### config.mk
export PLATFORM = sky130hd
export DESIGN_NAME = hoc_regs
export DESIGN_NICKNAME = d
export VERILOG_FILES = /design/src/hdl/hoc_pkg.sv /design/src/hdl/hoc_regs.sv
export SDC_FILE = /design/constraint.sdc
export NUM_CORES = 1
export LEC_CHECK = 0
export ABC_AREA = 1
export BUFFER_PORTS_ARGS = -buffer_cell sky130_fd_sc_hd__buf_2
export CAP_MARGIN = 15
export CORE_MARGIN = 10
export CORE_UTILIZATION = 25
export CTS_CLUSTER_DIAMETER = 50
export CTS_CLUSTER_SIZE = 30
export DETAILED_ROUTE_END_ITERATION = 7
export GPL_ROUTABILITY_DRIVEN = 0
export SLEW_MARGIN = 40
export SYNTH_ARGS = -nofsm -noshare
export SYNTH_HDL_FRONTEND = slang
export SYNTH_SLANG_ARGS = --single-unit
### constraint.sdc
create_clock -name pclk -period 2 [get_ports pclk]
set_clock_uncertainty 0.05 [all_clocks]
set_input_delay 0.4 -clock pclk [delete_from_list [all_inputs] [get_ports pclk]]
set_output_delay 0.4 -clock pclk [all_outputs]
set_load 0.01 [all_outputs]
### src/hdl/hoc_pkg.sv
// holdover control bank: register indices, field layout, reset values, types
package hoc_pkg;

  // ---------------------------------------------------------------
  // geometry
  // ---------------------------------------------------------------
  localparam int HOC_LOOPS = 3;   // loop order everywhere: 0 = A, 1 = C, 2 = D
  localparam int HOC_AW    = 16;
  localparam int HOC_DW    = 32;
  localparam int HOC_NW    = 5;

  typedef logic [HOC_AW-3:0] hoc_idx_t;

  // ---------------------------------------------------------------
  // register indices (byte address = 4 x index)
  // ---------------------------------------------------------------
  localparam hoc_idx_t HOC_IDX_STATE  = 14'h000E;
  localparam hoc_idx_t HOC_IDX_STICKY = 14'h0013;
  localparam hoc_idx_t HOC_IDX_MASK   = 14'h0015;
  localparam hoc_idx_t HOC_IDX_EXIT  [HOC_LOOPS] = '{14'h042C, 14'h062C, 14'h072D};
  localparam hoc_idx_t HOC_IDX_WIN   [HOC_LOOPS] = '{14'h042E, 14'h062E, 14'h072F};
  localparam hoc_idx_t HOC_IDX_DLY   [HOC_LOOPS] = '{14'h042F, 14'h062F, 14'h0730};
  localparam hoc_idx_t HOC_IDX_FORCE [HOC_LOOPS] = '{14'h0435, 14'h0635, 14'h0736};
  localparam hoc_idx_t HOC_IDX_HIST  [HOC_LOOPS] = '{14'h043F, 14'h063F, 14'h0740};

  // ---------------------------------------------------------------
  // field positions
  // ---------------------------------------------------------------
  // status, sticky and mask share one layout; bit 5 stays zero
  localparam int HOC_FLD_POS [HOC_LOOPS] = '{4, 6, 7};
  localparam int HOC_BW_BIT    = 4;
  localparam int HOC_RAMP_BIT  = 3;
  localparam int HOC_FORCE_BIT = 0;
  localparam int HOC_HIST_BIT  = 1;

  // ---------------------------------------------------------------
  // reset values
  // ---------------------------------------------------------------
  localparam logic             HOC_BW_RST    = 1'b0;
  localparam logic             HOC_RAMP_RST  = 1'b1;
  localparam logic [HOC_NW-1:0] HOC_WIN_RST  = 5'h0A;
  localparam logic [HOC_NW-1:0] HOC_DLY_RST  = 5'h00;
  localparam logic             HOC_FORCE_RST = 1'b0;
  localparam logic [HOC_LOOPS-1:0] HOC_MASK_RST = 3'h0;

  // ---------------------------------------------------------------
  // types
  // ---------------------------------------------------------------
  typedef enum logic [1:0] {
    HOC_FREERUN,
    HOC_ACQUIRE,
    HOC_LOCKED,
    HOC_HOLDOVER
  } hoc_loop_e;

  typedef struct packed {
    logic             bw_sel;
    logic             ramp_en;
    logic [HOC_NW-1:0] window;
    logic [HOC_NW-1:0] delay;
    logic             force_hold;
  } hoc_loop_cfg_s;

  typedef struct packed {
    logic [HOC_DW-1:0] rdata;
    logic              ready;
    logic              err;
  } hoc_apb_rsp_s;

endpackage

### src/hdl/hoc_regs.sv
// holdover control and status register bank for loops A, C and D
`timescale 1ns/1ps
`default_nettype none

// Notes on behaviour
// - status bits show holdover or free-run
// - holdover only with valid history, else free-run
// - sticky flag set on each holdover entry
// - writing zero clears flag; new event wins
// - history-ready bit readable per loop
// - five-bit averaging window length field
// - five-bit history skip delay field
// - force bit drives loop into holdover
// - exit bandwidth: 0 fast, 1 normal
// - enter holdover when no valid input
// - leave holdover when input valid again
// - ramped exit starts ramp toward target
module hoc_regs (
  input  wire logic                        pclk,
  input  wire logic                        presetn,
  input  wire logic                        psel,
  input  wire logic                        penable,
  input  wire logic                        pwrite,
  input  wire logic [hoc_pkg::HOC_AW-1:0]  paddr,
  input  wire logic [hoc_pkg::HOC_DW-1:0]  pwdata,
  output logic      [hoc_pkg::HOC_DW-1:0]  prdata,
  output logic                             pready,
  output logic                             pslverr,
  input  wire logic [hoc_pkg::HOC_LOOPS-1:0] input_ok,
  input  wire logic [hoc_pkg::HOC_LOOPS-1:0] lock_done,
  input  wire logic [hoc_pkg::HOC_LOOPS-1:0] history_full,
  output hoc_pkg::hoc_loop_cfg_s [hoc_pkg::HOC_LOOPS-1:0] loop_cfg,
  output logic      [hoc_pkg::HOC_LOOPS-1:0] loop_holdover,
  output logic      [hoc_pkg::HOC_LOOPS-1:0] loop_fast_bw,
  output logic      [hoc_pkg::HOC_LOOPS-1:0] ramp_start,
  output logic                             irq
);
  import hoc_pkg::*;

  // ---------------------------------------------------------------
  // state
  // ---------------------------------------------------------------
  hoc_loop_cfg_s [HOC_LOOPS-1:0] cfg_reg;
  hoc_loop_e                     st_reg   [HOC_LOOPS];
  hoc_loop_e                     st_next  [HOC_LOOPS];
  logic [HOC_LOOPS-1:0]          unsync_reg;
  logic [HOC_LOOPS-1:0]          history_ready_reg;
  logic [HOC_LOOPS-1:0]          sticky_reg;
  logic [HOC_LOOPS-1:0]          mask_reg;
  logic [HOC_LOOPS-1:0]          hold_entry;
  logic [HOC_LOOPS-1:0]          hold_exit;
  logic [HOC_LOOPS-1:0]          holdover_reg;
  logic [HOC_LOOPS-1:0]          fast_bw_reg;
  logic [HOC_LOOPS-1:0]          ramp_reg;
  logic                          irq_reg;
  hoc_apb_rsp_s                  rsp_reg;
  hoc_apb_rsp_s                  rsp_next;
  hoc_idx_t                      idx;
  logic                          wr_go;
  logic                          hit;
  logic [7:0]                    rd_byte;

  assign idx   = paddr[HOC_AW-1:2];
  // a write lands only on the completing edge of the access phase
  assign wr_go = psel & penable & pwrite & rsp_reg.ready;

  // ---------------------------------------------------------------
  // address decode and read mux
  // ---------------------------------------------------------------
  always_comb begin
    hit     = 1'b0;
    rd_byte = 8'h00;
    if (paddr[1:0] != 2'b00) begin
      hit = 1'b0;
    end else if (idx == HOC_IDX_STATE) begin
      hit = 1'b1;
      for (int i = 0; i < HOC_LOOPS; i++) rd_byte[HOC_FLD_POS[i]] = unsync_reg[i];
    end else if (idx == HOC_IDX_STICKY) begin
      hit = 1'b1;
      for (int i = 0; i < HOC_LOOPS; i++) rd_byte[HOC_FLD_POS[i]] = sticky_reg[i];
    end else if (idx == HOC_IDX_MASK) begin
      hit = 1'b1;
      for (int i = 0; i < HOC_LOOPS; i++) rd_byte[HOC_FLD_POS[i]] = mask_reg[i];
    end else begin
      for (int i = 0; i < HOC_LOOPS; i++) begin
        if (idx == HOC_IDX_EXIT[i]) begin
          hit = 1'b1;
          rd_byte[HOC_BW_BIT]   = cfg_reg[i].bw_sel;
          rd_byte[HOC_RAMP_BIT] = cfg_reg[i].ramp_en;
        end else if (idx == HOC_IDX_WIN[i]) begin
          hit = 1'b1;
          rd_byte[HOC_NW-1:0] = cfg_reg[i].window;
        end else if (idx == HOC_IDX_DLY[i]) begin
          hit = 1'b1;
          rd_byte[HOC_NW-1:0] = cfg_reg[i].delay;
        end else if (idx == HOC_IDX_FORCE[i]) begin
          hit = 1'b1;
          rd_byte[HOC_FORCE_BIT] = cfg_reg[i].force_hold;
        end else if (idx == HOC_IDX_HIST[i]) begin
          hit = 1'b1;
          rd_byte[HOC_HIST_BIT] = history_ready_reg[i];
        end
      end
    end
  end

  // ---------------------------------------------------------------
  // apb response: one wait state so every bus output is a flop
  // ---------------------------------------------------------------
  always_comb begin
    rsp_next = '0;
    if (psel && penable && !rsp_reg.ready) begin
      rsp_next.ready = 1'b1;
      rsp_next.err   = ~hit;
      rsp_next.rdata = (pwrite || !hit) ? '0 : {24'h000000, rd_byte};
    end
  end

  always_ff @(posedge pclk or negedge presetn) begin
    if (!presetn) begin
      rsp_reg <= '0;
    end else begin
      rsp_reg <= rsp_next;
    end
  end

  assign prdata  = rsp_reg.rdata;
  assign pready  = rsp_reg.ready;
  assign pslverr = rsp_reg.err;

  // ---------------------------------------------------------------
  // writable configuration
  // ---------------------------------------------------------------
  always_ff @(posedge pclk or negedge presetn) begin
    if (!presetn) begin
      for (int i = 0; i < HOC_LOOPS; i++) begin
        cfg_reg[i].bw_sel     <= HOC_BW_RST;
        cfg_reg[i].ramp_en    <= HOC_RAMP_RST;
        cfg_reg[i].window     <= HOC_WIN_RST;
        cfg_reg[i].delay      <= HOC_DLY_RST;
        cfg_reg[i].force_hold <= HOC_FORCE_RST;
      end
    end else if (wr_go) begin
      for (int i = 0; i < HOC_LOOPS; i++) begin
        if (idx == HOC_IDX_EXIT[i]) begin
          cfg_reg[i].bw_sel  <= pwdata[HOC_BW_BIT];
          cfg_reg[i].ramp_en <= pwdata[HOC_RAMP_BIT];
        end else if (idx == HOC_IDX_WIN[i]) begin
          cfg_reg[i].window <= pwdata[HOC_NW-1:0];
        end else if (idx == HOC_IDX_DLY[i]) begin
          cfg_reg[i].delay <= pwdata[HOC_NW-1:0];
        end else if (idx == HOC_IDX_FORCE[i]) begin
          cfg_reg[i].force_hold <= pwdata[HOC_FORCE_BIT];
        end
      end
    end
  end

  assign loop_cfg = cfg_reg;

  // ---------------------------------------------------------------
  // per-loop holdover state machine
  // ---------------------------------------------------------------
  genvar g;
  generate
    for (g = 0; g < HOC_LOOPS; g++) begin : gen_loop
      logic lost;
      // a forced or input-less loop drops sync; history picks its fallback
      assign lost = cfg_reg[g].force_hold | ~input_ok[g];

      always_comb begin
        st_next[g] = st_reg[g];
        case (st_reg[g])
          HOC_FREERUN: begin
            if (lost && history_ready_reg[g]) begin
              st_next[g] = HOC_HOLDOVER;
            end else if (!lost) begin
              st_next[g] = HOC_ACQUIRE;
            end
          end
          HOC_ACQUIRE, HOC_LOCKED: begin
            if (lost) begin
              st_next[g] = history_ready_reg[g] ? HOC_HOLDOVER : HOC_FREERUN;
            end else if (st_reg[g] == HOC_ACQUIRE && lock_done[g]) begin
              st_next[g] = HOC_LOCKED;
            end
          end
          HOC_HOLDOVER: begin
            if (!lost) begin
              st_next[g] = HOC_ACQUIRE;
            end
          end
          default: st_next[g] = HOC_FREERUN;
        endcase
      end

      assign hold_entry[g] = (st_next[g] == HOC_HOLDOVER) && (st_reg[g] != HOC_HOLDOVER);
      assign hold_exit[g]  = (st_reg[g] == HOC_HOLDOVER) && (st_next[g] != HOC_HOLDOVER);

      always_ff @(posedge pclk or negedge presetn) begin
        if (!presetn) begin
          st_reg[g] <= HOC_FREERUN;
        end else begin
          st_reg[g] <= st_next[g];
        end
      end

      always_ff @(posedge pclk or negedge presetn) begin
        if (!presetn) begin
          unsync_reg[g]   <= 1'b1;
          holdover_reg[g] <= 1'b0;
        end else begin
          unsync_reg[g]   <= (st_next[g] == HOC_FREERUN) || (st_next[g] == HOC_HOLDOVER);
          holdover_reg[g] <= (st_next[g] == HOC_HOLDOVER);
        end
      end

      // fast bandwidth lasts for the reacquisition that follows holdover
      always_ff @(posedge pclk or negedge presetn) begin
        if (!presetn) begin
          fast_bw_reg[g] <= 1'b0;
          ramp_reg[g]    <= 1'b0;
        end else begin
          ramp_reg[g] <= hold_exit[g] && cfg_reg[g].ramp_en;
          if (hold_exit[g]) begin
            fast_bw_reg[g] <= ~cfg_reg[g].bw_sel;
          end else if (st_next[g] != HOC_ACQUIRE) begin
            fast_bw_reg[g] <= 1'b0;
          end
        end
      end

      always_ff @(posedge pclk or negedge presetn) begin
        if (!presetn) begin
          history_ready_reg[g] <= 1'b0;
        end else begin
          history_ready_reg[g] <= history_full[g];
        end
      end

      // sticky event flag: a new entry outweighs a same-cycle clear
      always_ff @(posedge pclk or negedge presetn) begin
        if (!presetn) begin
          sticky_reg[g] <= 1'b0;
        end else if (hold_entry[g]) begin
          sticky_reg[g] <= 1'b1;
        end else if (wr_go && idx == HOC_IDX_STICKY && !pwdata[HOC_FLD_POS[g]]) begin
          sticky_reg[g] <= 1'b0;
        end
      end

      // ------------------------------------------------------------
      // checks
      // ------------------------------------------------------------
      a_hold_needs_hist: assert property (@(posedge pclk) disable iff (!presetn)
        hold_entry[g] |-> history_ready_reg[g])
        else $error("holdover entered without valid history");
      a_free_no_hist: assert property (@(posedge pclk) disable iff (!presetn)
        (st_reg[g] == HOC_LOCKED && !input_ok[g] && !history_ready_reg[g])
        |=> st_reg[g] == HOC_FREERUN && unsync_reg[g])
        else $error("loop without history did not fall to free-run");
      a_auto_enter: assert property (@(posedge pclk) disable iff (!presetn)
        (st_reg[g] == HOC_LOCKED && !input_ok[g] && history_ready_reg[g])
        |=> holdover_reg[g] && unsync_reg[g])
        else $error("loop did not enter holdover on input loss");
      a_sticky_entry: assert property (@(posedge pclk) disable iff (!presetn)
        hold_entry[g] |=> sticky_reg[g] ##1 (sticky_reg[g] || $past(wr_go)))
        else $error("sticky flag missed a holdover entry");
      a_sticky_clear: assert property (@(posedge pclk) disable iff (!presetn)
        (wr_go && idx == HOC_IDX_STICKY && !pwdata[HOC_FLD_POS[g]] && !hold_entry[g])
        |=> !sticky_reg[g])
        else $error("writing zero did not clear sticky flag");
      a_force_keeps: assert property (@(posedge pclk) disable iff (!presetn)
        (st_reg[g] == HOC_HOLDOVER && cfg_reg[g].force_hold) |=> st_reg[g] == HOC_HOLDOVER)
        else $error("holdover left while force set");
      a_force_enters: assert property (@(posedge pclk) disable iff (!presetn)
        (st_reg[g] == HOC_LOCKED && cfg_reg[g].force_hold && history_ready_reg[g])
        |=> holdover_reg[g])
        else $error("force did not drive holdover");
      a_auto_exit: assert property (@(posedge pclk) disable iff (!presetn)
        (st_reg[g] == HOC_HOLDOVER && !cfg_reg[g].force_hold && input_ok[g])
        |=> st_reg[g] == HOC_ACQUIRE && !holdover_reg[g])
        else $error("holdover not left on valid input");
      a_exit_bw: assert property (@(posedge pclk) disable iff (!presetn)
        hold_exit[g] |=> fast_bw_reg[g] == !$past(cfg_reg[g].bw_sel))
        else $error("wrong exit bandwidth");
      a_ramp_pulse: assert property (@(posedge pclk) disable iff (!presetn)
        (hold_exit[g] && cfg_reg[g].ramp_en) |=> ramp_reg[g] ##1 !ramp_reg[g])
        else $error("ramp start not a single pulse");
      a_window_write: assert property (@(posedge pclk) disable iff (!presetn)
        (wr_go && idx == HOC_IDX_WIN[g]) |=> cfg_reg[g].window == $past(pwdata[HOC_NW-1:0]))
        else $error("window length write lost");
      a_hist_follow: assert property (@(posedge pclk) disable iff (!presetn)
        history_ready_reg[g] == $past(history_full[g]))
        else $error("history bit does not follow source");
      a_delay_write: assert property (@(posedge pclk) disable iff (!presetn)
        (wr_go && idx == HOC_IDX_DLY[g]) |=> cfg_reg[g].delay == $past(pwdata[HOC_NW-1:0]))
        else $error("history delay write lost");
      a_force_write: assert property (@(posedge pclk) disable iff (!presetn)
        (wr_go && idx == HOC_IDX_FORCE[g])
        |=> cfg_reg[g].force_hold == $past(pwdata[HOC_FORCE_BIT]))
        else $error("force bit write lost");
      a_exit_write: assert property (@(posedge pclk) disable iff (!presetn)
        (wr_go && idx == HOC_IDX_EXIT[g]) |=> cfg_reg[g].bw_sel == $past(pwdata[HOC_BW_BIT]))
        else $error("exit bandwidth write lost");
      // a set flag must survive every cycle without a write to the sticky register
      a_sticky_hold: assert property (@(posedge pclk) disable iff (!presetn)
        (sticky_reg[g] && !(wr_go && idx == HOC_IDX_STICKY)) |=> sticky_reg[g])
        else $error("sticky flag dropped without a clear");
      a_fast_bw_life: assert property (@(posedge pclk) disable iff (!presetn)
        fast_bw_reg[g] |-> st_reg[g] == HOC_ACQUIRE)
        else $error("fast bandwidth outside reacquisition");
      a_ramp_cause: assert property (@(posedge pclk) disable iff (!presetn)
        ramp_reg[g] |-> $past(hold_exit[g] && cfg_reg[g].ramp_en))
        else $error("ramp start without ramped exit");

      c_hold_cycle: cover property (@(posedge pclk) disable iff (!presetn)
        hold_entry[g] ##[1:50] hold_exit[g]);
      c_freerun_fall: cover property (@(posedge pclk) disable iff (!presetn)
        st_reg[g] == HOC_LOCKED ##1 st_reg[g] == HOC_FREERUN);
      c_clear_race: cover property (@(posedge pclk) disable iff (!presetn)
        hold_entry[g] && wr_go && idx == HOC_IDX_STICKY);
      c_forced_hold: cover property (@(posedge pclk) disable iff (!presetn)
        (st_reg[g] == HOC_LOCKED && cfg_reg[g].force_hold) ##1 st_reg[g] == HOC_HOLDOVER);
    end
  endgenerate

  // ---------------------------------------------------------------
  // mask and interrupt
  // ---------------------------------------------------------------
  always_ff @(posedge pclk or negedge presetn) begin
    if (!presetn) begin
      mask_reg <= HOC_MASK_RST;
    end else if (wr_go && idx == HOC_IDX_MASK) begin
      for (int i = 0; i < HOC_LOOPS; i++) mask_reg[i] <= pwdata[HOC_FLD_POS[i]];
    end
  end

  always_ff @(posedge pclk or negedge presetn) begin
    if (!presetn) begin
      irq_reg <= 1'b0;
    end else begin
      irq_reg <= |(sticky_reg & mask_reg);
    end
  end

  assign irq           = irq_reg;
  assign loop_holdover = holdover_reg;
  assign loop_fast_bw  = fast_bw_reg;
  assign ramp_start    = ramp_reg;

  // ---------------------------------------------------------------
  // bus and interrupt checks
  // ---------------------------------------------------------------
  a_apb_ready_pulse: assert property (@(posedge pclk) disable iff (!presetn)
    pready |=> !pready)
    else $error("pready held longer than one cycle");
  a_ready_answer: assert property (@(posedge pclk) disable iff (!presetn)
    (psel && penable && !pready) |=> pready)
    else $error("access phase not answered after one wait state");
  // bus outputs rest at zero so a stray sample never sees stale data
  a_idle_quiet: assert property (@(posedge pclk) disable iff (!presetn)
    !pready |-> (prdata == '0 && !pslverr))
    else $error("bus outputs not quiet between answers");
  a_err_no_data: assert property (@(posedge pclk) disable iff (!presetn)
    (pready && pslverr) |-> prdata == '0)
    else $error("error answer carried data");
  a_irq_level: assert property (@(posedge pclk) disable iff (!presetn)
    irq == $past(|(sticky_reg & mask_reg)))
    else $error("interrupt does not follow unmasked flags");
  c_unmapped: cover property (@(posedge pclk) disable iff (!presetn) pready && pslverr);

endmodule

`default_nettype wire

==> results of run 1 <==
## worst register-to-register path, cell delays in order, from the launching register on
cell and delay, ns:
dfrtp_2 0.44, inv_2 0.09, ha_4 0.21, a32o_1 0.22
a31oi_2 0.21, inv_1 0.08, ha_2 0.19, inv_2 0.06
nand2_2 0.06, nand3_1 0.06, o21ai_1 0.06
## synthesized netlist by cell type
cell type | n | area share, %
nand3b_1 | 1 | 0.17
nand2_2 | 9 | 1.3
dfrtp_1 | 64 | 37
a32o_1 | 1 | 0.23
o22ai_1 | 3 | 0.44
ha_1 | 16 | 4.7
a211oi_1 | 1 | 0.17
nor2_4 | 8 | 2.1
a22o_1 | 1 | 0.20
a31oi_1 | 3 | 0.44
mux2_1 | 1 | 0.26
a21oi_2 | 1 | 0.20
nand2_1 | 123 | 11
o21ai_1 | 2 | 0.23
inv_2 | 10 | 0.87
nand3_2 | 4 | 0.93
dfstp_2 | 12 | 7.3
nor2_2 | 8 | 1.2
nand4_2 | 1 | 0.29
inv_1 | 67 | 5.8
nor3_1 | 9 | 1.0
nor3_2 | 3 | 0.70
conb_1 | 1 | 0.087
buf_4 | 25 | 4.4
a21oi_1 | 16 | 1.9
clkinv_1 | 1 | 0.087
nor2_1 | 63 | 5.5
nand4_1 | 2 | 0.29
o21a_1 | 2 | 0.35
o211ai_1 | 2 | 0.35
nor3_4 | 1 | 0.38
mux2i_1 | 1 | 0.23
o21ai_0 | 59 | 6.9
mux2_2 | 1 | 0.26
nand4_4 | 1 | 0.49
nand3_1 | 20 | 2.3
## stage by stage
stage | worst slack (ns) | power, W | std cells | TNS [ns]
after global placement | 0.0303 | 0.00291 | 885 | 0
after detailed placement | -0.0352 | 0.00295 | 885 | -0.0352
after CTS | 0.00783 | 0.00460 | 902 | 0
after global routing | -0.0360 | 0.00513 | 908 | -0.0431
after floorplan | 0.197 | 0.00258 | 567 | 0
final | 0.147 | 0.00477 | 909 | 0
## layout make-up
type | instances | area [um^2] | share of cell area [%]
multi-input combinational | 388 | 2060 | 36.7
sequential | 76 | 1920 | 34.3
timing repair buffer | 131 | 766 | 13.7
inverter | 78 | 293 | 5.23
tap | 220 | 275 | 4.91
clock buffer | 10 | 239 | 4.27
clock inverter | 5 | 52.6 | 0.938
antenna | 1 | 2.50 | 0.0447
## what timing repair did
item,CTS,global route
pin swaps,0,2
resized for setup,1,23
endpoints found under the setup margin,1,6
setup buffers,1,6
endpoints found under the hold margin,22,0
hold buffers,1,0
## per-layer routing
| metal | part of all wire [%] | track usage, % |
|---|---|---|
| met1 | 41 | 13.9 |
| met2 | 49 | 19.6 |
| met3 | 8.9 | 5.01 |
| met4 | 0.90 | 2.94 |
| met5 | 0.27 | 0 |
## report_power, final
| group | internal, W | switching, W |
|---|---|---|
| logic | 0.000564 | 0.000771 |
| registers | 0.00172 | 0.000109 |
| clock network | 0.000985 | 0.000618 |
| total | 0.00327 | 0.00150 |
## kinds of logic after synthesis
| logic type | synth area share, % |
|---|---|
| mux | 0.756 |
| fa+ha+maj | 4.65 |
| other cells | 0.0872 |
| buf+inv | 11.2 |
| flops | 44.6 |
| compound gates | 11.3 |
| simple gates | 27.4 |
## placed cells by master (no fill, tap or decap), drive strengths merged
cell / count
nand2: 132
buf: 130
nor2: 79
inv: 77
dfrtp: 64
o21ai: 61
conb: 25
nand3: 24
a21oi: 17
ha: 16
nor3: 13
dfstp: 12
clkbuf: 10
clkinv: 4
nand4: 4
o22ai: 3
a31oi: 3
o211ai: 2
o21a: 2
mux2: 2
diode: 1
nand3b: 1
mux2i: 1
a22o: 1
a211oi: 1
a32o: 1
bufinv: 1
clkinvlp: 1
dlygate4sd3: 1
## worst min-delay path by stage
stage	start	end	slack [ns]	depth (start not counted)
6_report	history_full[0]	history_ready_reg[0]	0.11	1
5_1_grt	history_full[2]	history_ready_reg[2]	0.11	1
4_1_cts	history_full[0]	history_ready_reg[0]	0.10	1
3_5_place_dp	presetn	loop_cfg[8]	0.31	1
3_3_place_gp	presetn	loop_cfg[8]	0.30	1
2_1_floorplan	presetn	history_ready_reg[0]	0.05	0
==> results.cfg, run 1 <==
[critical_path]
required_ns = 2.17
slowest_delay_ns = 0.44
slowest_stage = dfrtp_2
cp_common_cell = inv_2
cp_num_buf_inv = 3
crit_type = reg2reg
arrival_ns = 2.02
cp_max_fo = 5
crit_chain = inv_2, ha_4, a32o_1, a31oi_2, inv_1, ha_2, inv_2, nand2_2, nand3_1, o21ai_1
startpoint = st_reg[0]
cp_top_family = compound AO/OA/AOI/OAI gates
r2r-start = st_reg[0]
reg2reg_slack_ns = 0.15
endpoint = loop_fast_bw[2]
critPathLaunchType = register
rr_worst_depth = 10
cp.depth = 10
end_kind = register
timing.rr.end = loop_fast_bw[2]

[timing]
period_share_pct = 92.7
max_freq_mhz = 540
report.final.slew_viol_count = 0
hold_slack_ns = 0.114
hold_viol = 0
period_needed_ns = 1.85
setup_viol = 0

[floorplanning]
dieArea_um2 = 22900
start_util_pct = 25.8
ios = 145
die_w_um = 151
die_h_um = 151
num_rows = 47
core_region_area_um2 = 16700

[clocking]
root_buffer = clkbuf_16
h-tree-depth = 3
insertion_delay_ns = 0.34
clk_pin_slew_ns = 0.06
cts_max_path_buffers = 2
cts_tree = built
cts_made_buffers = 9
cts.sinks = 76

[outcome]
status = finished, final reports clean

[global_routing]
antenna_found_initial = 3
grt_overflow = 0
grt_pass1_vias = 3809
grt_pass1_wl_mm = 20.7
grt_usage_pct = 11.8
grt_start_max_net_pins = 50

[layout]
nets = 762
nFillCells = 1844
synthToLayoutAreaGrowth_pct = 30.3
largest_register_ffs = 39
drive_above_1_share_pct = 32.7
design_area_um2 = 5600
final_core_util_pct = 33.5

[drt]
vias_per_cell = 4.25
vias = 3867
drt_first_iter_violations = 239
postRouteWirelength_mm = 13.4
drc = 0
firstDrtPassIters = 4
ant_nets = 0
wl_per_cell_um = 14.8

[placement]
numPortBuffers = 94
place_area_um2 = 5180
dpl.hpwl_mm = 10.8

[run]
maxCapViolCount = 0

[logic_synthesis]
synth_warnings = 0
syn-cell-area_um2 = 4300
ys_types = 36
syn_area_per_cell_um2 = 7.92
seq_area_frac_synth_pct = 44.6
ys_ff_latch = 76
synthCells = 543

[worst_hold_path]
min_path_type = in2reg

[pwr]
irDropWorstVdd_v = 0.000403
powerDensity_nw_per_um2 = 851
power.leakage_nw = 2.88
(Power assumes the default switching activity.)
==> inputs of run 2 (changes only) <==
--- a/config.mk
+++ b/config.mk
@@ -8,6 +8,7 @@
 export ABC_AREA = 1
 export BUFFER_PORTS_ARGS = -buffer_cell sky130_fd_sc_hd__buf_2
 export CAP_MARGIN = 15
+export CORE_ASPECT_RATIO = 1.2
 export CORE_MARGIN = 10
 export CORE_UTILIZATION = 25
 export CTS_CLUSTER_DIAMETER = 50
==> run 2 against run 1 <==
Net effect:
- design area fell by 1.2%
- non-clock buffer count is 8 lower
- routed wire length fell by 1.9%
- sequential power barely moved
- register-to-register slack worse by 0.02 ns
- sequential cell count unchanged
- die area about the same
- global-route usage shrank 0.44 points
- critical path depth unchanged
- hold slack better by 0.0032 ns
- critical path type unchanged
- critical endpoint unchanged
==> results.cfg, run 2 (synthesis gave the netlist of run 1 again) <==
[outcome]
status = finished, final reports clean

[drt]
vias_per_cell = 4.26
top_layer = met4
dr_wl_met2_mm = 6.38
firstDrtPassIters = 5
ant_nets = 0
drc = 0
routed-wl-met3_mm = 1.01
drt_first_iter_violations = 244
vias = 3817
postRouteWirelength_mm = 13.2
wl_met1_mm = 5.61
wl_per_cell_um = 14.7

[clocking]
cts_max_path_buffers = 2
insertion_delay_ns = 0.34
cts_made_buffers = 9
cts.sinks = 76
cts_tree = built
h-tree-depth = 3
root_buffer = clkbuf_16
clk_pin_slew_ns = 0.06

[critical_path]
end_kind = register
startpoint = st_reg[0]
cp_common_cell = inv_2
reg2reg_slack_ns = 0.13
critPathLaunchType = register
crit_type = reg2reg
required_ns = 2.17
crit_chain = inv_2, ha_4, a32o_1, a31oi_2, inv_1, ha_2, inv_2, nand2_2, nand3_1, o21ai_1
arrival_ns = 2.04
slowest_delay_ns = 0.45
cp_max_fo = 5
slowest_stage = dfrtp_2
r2r-start = st_reg[0]

[layout]
regArea_um2 = 1920
nets = 754
multiInputGateArea_um2 = 2040
drive_above_1_share_pct = 31.1
layout_common_cells = nand2_1 (122), buf_2 (93), inv_1 (63), nor2_1 (63), dfrtp_1 (62)
antennaDiodeCount = 0
largest_register_ffs = 39
synthToLayoutAreaGrowth_pct = 28.7
design_area_um2 = 5530
final_common_cell = nand2_1
nFillCells = 1829

[timing]
max_freq_mhz = 534
hold_slack_ns = 0.117
setup_tns_ns = 0
report.final.slew_viol_count = 0
period_needed_ns = 1.87
hold_viol = 0
setup_viol = 0
period_share_pct = 93.6

[floorplanning]
num_rows = 52
core_region_area_um2 = 16900
die_h_um = 164
dieArea_um2 = 22900
die_w_um = 140
ios = 145
start_util_pct = 25.4

[global_routing]
grt_pass1_vias = 3872
grt_usage_pct = 11.4
grt_pass1_wl_mm = 20.6
antenna_found_initial = 0
grt_overflow = 0
grt_start_max_net_pins = 30

[pwr]
powerDensity_nw_per_um2 = 846
irDropWorstVdd_v = 0.000388
power.leakage_nw = 2.85

[worst_hold_path]
min_path_type = in2reg
hp-start = history_full[1]

[placement]
dpl.hpwl_mm = 10.8
place_area_um2 = 5170
numPortBuffers = 94

[run]
maxCapViolCount = 0
==> run 2: changes by cell type in the layout (fill, tap and decap cells not counted), moves of 2 or more <==
cell and delta:
buf_4 -9, ha_1 +2, ha_2 -2, o21ai_1 -2
==> run 2: report_power, final <==
part / switching (W) / internal, W / leakage [nW]
Combinational: 0.000713 / 0.000487 / 1.76
Sequential: 0.000135 / 0.00172 / 0.949
Clock: 0.000630 / 0.000993 / 0.145
Total: 0.00148 / 0.00320 / 2.85
==> run 2: path summary, 6_finish.rpt <==
| check | end | cells after the start |
|---|---|---|
| min in group asynchronous | st_reg[4] | 2 |
| max reg2reg | loop_fast_bw[2] | 10 |
| min reg2reg | pready | 1 |
| max in group asynchronous | loop_cfg[35] | 3 |
| min | history_ready_reg[1] | 1 |
| max | loop_fast_bw[2] | 10 |
==> run 2: metal layers <==
| metal | vias up | track usage, % |
|---|---|---|
| li1 | 1946 | - |
| met5 | - | 0 |
| met3 | 17 | 4.62 |
| met4 | 0 | 2.87 |
| met1 | 1745 | 13.5 |
| met2 | 109 | 18.8 |
==> run 2: through the flow <==
step	util (%)	total power (W)	std cells	setup slack, ns
4_1_cts	32.4	0.00458	896	0.0268
3_5_place_dp	30.6	0.00292	879	-0.0374
3_3_place_gp	30.6	0.00291	879	0.00531
6_report	32.7	0.00468	897	0.128
5_1_grt	32.7	0.00500	897	-0.0136
2_1_floorplan	-	0.00258	567	0.197
==> run 2: timing repair <==
action / CTS / global route
endpoints found under the setup margin: 1 / 6
hold buffers: 1 / 0
resized for setup: 3 / 15
cloned: 0 / 0
hold endpoints to repair: 22 / 0
setup buffers: 0 / 1
pin swaps: 0 / 2
==> run 2: layout make-up <==
cell class                 instances  area share, %
inverter                          78           5.29
clock inverter                     5          0.950
timing repair buffer             123           13.0
multi-input combinational        388           36.8
clock buffer                      11           4.39
tap                              216           4.88
sequential                        76           34.7
==> run 2: critical path, delay by kind of cell (launching register included) <==
| kind | cells | cell delay (ns) |
|---|---|---|
| AND/OR/NAND/NOR | 2 | 0.13 |
| flip-flops | 1 | 0.45 |
| adder cells (fa/ha/maj) | 2 | 0.40 |
| buffers and inverters | 3 | 0.24 |
| AO/OA/AOI/OAI | 3 | 0.48 |
==> inputs of run 3 (changes only) <==
--- a/config.mk
+++ b/config.mk
@@ -5,7 +5,6 @@
 export SDC_FILE = /design/constraint.sdc
 export NUM_CORES = 1
 export LEC_CHECK = 0
-export ABC_AREA = 1
 export BUFFER_PORTS_ARGS = -buffer_cell sky130_fd_sc_hd__buf_2
 export CAP_MARGIN = 15
 export CORE_ASPECT_RATIO = 1.2
==> run 3 against run 2 <==
Net effect:
- sequential cell count is the same
- setup slack got worse by 0.098 ns
- clock power is essentially flat
- critical path type is now in2reg
- critical endpoint is now pslverr
- largest power group unchanged
==> results.cfg, run 3 <==
[clocking]
hold_buffers = 0
cts_max_path_buffers = 2
clk_pin_slew_ns = 0.06
cts.sinks = 76
cts_tree = built
insertion_delay_ns = 0.35
root_buffer = clkbuf_16
cts_made_buffers = 9
h-tree-depth = 3

[logic_synthesis]
async_flop_share_pct = 100
synth_warnings = 0
ys_ff_latch = 76
synthCells = 432
ys_top_cells_by_count = dfrtp_1 (64), mux2_2 (43), nand2_1 (28), buf_4 (25), nor2_1 (22)
synth_edf_count = 0
synth_area_leaders = dfrtp_1 (36%), mux2_2 (11%), dfstp_2 (7.1%)
synth_top_area_cell = dfrtp_1
seq_area_frac_synth_pct = 43.1
yosys.area.top_type_share_pct = 36.0
yosysMostFrequentCell = dfrtp_1
ys_types = 64
syn_area_per_cell_um2 = 10.3
ys.flop_type = dfrtp_1
syn-cell-area_um2 = 4450

[global_routing]
grt_overflow = 0
grt_start_max_net_pins = 77
grt_pass1_wl_mm = 23.3
antenna_found_initial = 0
grt_pass1_vias = 4198
grt_usage_pct = 12.6

[outcome]
status = finished, final reports clean

[placement]
placed_cells = 815
place_area_um2 = 5720
numPortBuffers = 94
dpl.hpwl_mm = 11.9

[floorplanning]
dieArea_um2 = 23500
num_rows = 53
start_util_pct = 25.4
die_h_um = 166
die_w_um = 142
ios = 145
core_region_area_um2 = 17500

[timing]
setup_viol = 0
max_freq_mhz = 508
rsz0062_at_grt = true
period_share_pct = 98.5
report.final.slew_viol_count = 0
hold_viol = 0
period_needed_ns = 1.97

[critical_path]
crit_type = in2reg
required_ns = 2.18
reg2reg_slack_ns = 0.07
critPathLaunchType = primary input
cp_max_fo = 6
end_kind = register
arrival_ns = 2.15

[drt]
ant_nets = 0
vias = 4007
vias_per_cell = 4.78
drt_first_iter_violations = 249
postRouteWirelength_mm = 15.1
wl_per_cell_um = 18.0
drc = 0
firstDrtPassIters = 4

[run]
maxCapViolCount = 0

[layout]
design_area_um2 = 6250
layout_common_cells = buf_2 (92), buf_4 (91), dfrtp_1 (63), mux2_2 (43), nand2_1 (26)
largest_register_ffs = 39
synthToLayoutAreaGrowth_pct = 40.6
final_cell_count_no_fill = 838
nets = 691
drive_above_1_share_pct = 50.0
antennaDiodeCount = 0
final_common_cell = buf_2

[pwr]
irDropWorstVdd_v = 0.000514
powerDensity_nw_per_um2 = 808
finalPower_w = 0.00505
power.leakage_nw = 3.00

[worst_hold_path]
min_path_type = in2async
run 3: critical path, cell delays in order:
cell and delay, ns:
buf_4 0.13, or4b_4 0.64, nor4b_4 0.38, buf_4 0.17
nor4_1 0.04, buf_4 0.17, o31a_1 0.23
run 3: cell families after synthesis:
kind of cell,after synthesis,synth area share (%)
buffers and inverters,60,7.46
AOI/OAI and AO/OA,79,12.5
xor gates and xnor gates,1,0.197
and+or+nand+nor,149,19.7
DFF,76,43.1
adders and majority gates,16,4.50
muxes,50,12.5
other,1,0.0843
run 3: layout make-up:
type                       count  area [um^2]
multi-input combinational    320         2480
inverter                      20         75.1
tap                          220          275
clock inverter                 4         48.8
timing repair buffer         186         1200
sequential                    76         1920
clock buffer                  12          246
fill                        1806        11300
run 3: final timing paths:
path / cells past startpoint / endpoint / from
min in group pclk: 1 / history_ready_reg[2] / history_full[2]
max: 7 / pslverr / paddr[14]
max reg2reg: 8 / ramp_start[1] / st_reg[2]
max in group asynchronous: 2 / loop_cfg[24] / presetn
min: 2 / loop_cfg[17] / presetn
min reg2reg: 2 / loop_fast_bw[2] / loop_fast_bw[2]
run 3: timing repair:
item                                    CTS  global route
gates resized for setup                   4            38
endpoints found under the setup margin    4            19
pin swaps                                 0            12
buffers inserted                          0             8
run 3: routing by layer:
layer  global-route usage [%]  routed length, um  part of all wire (%)  vias up
li1                         -                  -                     -     1914
met1                     14.4               6140                    41     1948
met2                     21.2               7550                    50      122
met3                     3.92               1100                   7.3       23
met4                     5.07                314                   2.1        0
met5                        0                  0                     0        -
run 3: power by group:
group          total, W  switching [W]  internal [W]  leakage (nW)
registers       0.00183       0.000115       0.00172         0.980
clock network   0.00163       0.000634      0.000998         0.147
logic           0.00159       0.000839      0.000749          1.88
total           0.00505        0.00159       0.00346          3.00
run 3: metrics by stage:
stage / hold slack [ns] / util [%] / TNS (ns) / worst slack, ns
after floorplan: 0.0544 / - / -1.65 / -0.142
after global placement: 0.400 / 32.7 / -10.09 / -0.476
after detailed placement: 0.406 / 32.7 / -10.28 / -0.464
after CTS: 0.0400 / 34.5 / -0.0308 / -0.0308
after global routing: 0.0609 / 35.7 / -0.124 / -0.0764
final: 0.0146 / 35.7 / 0 / 0.0300
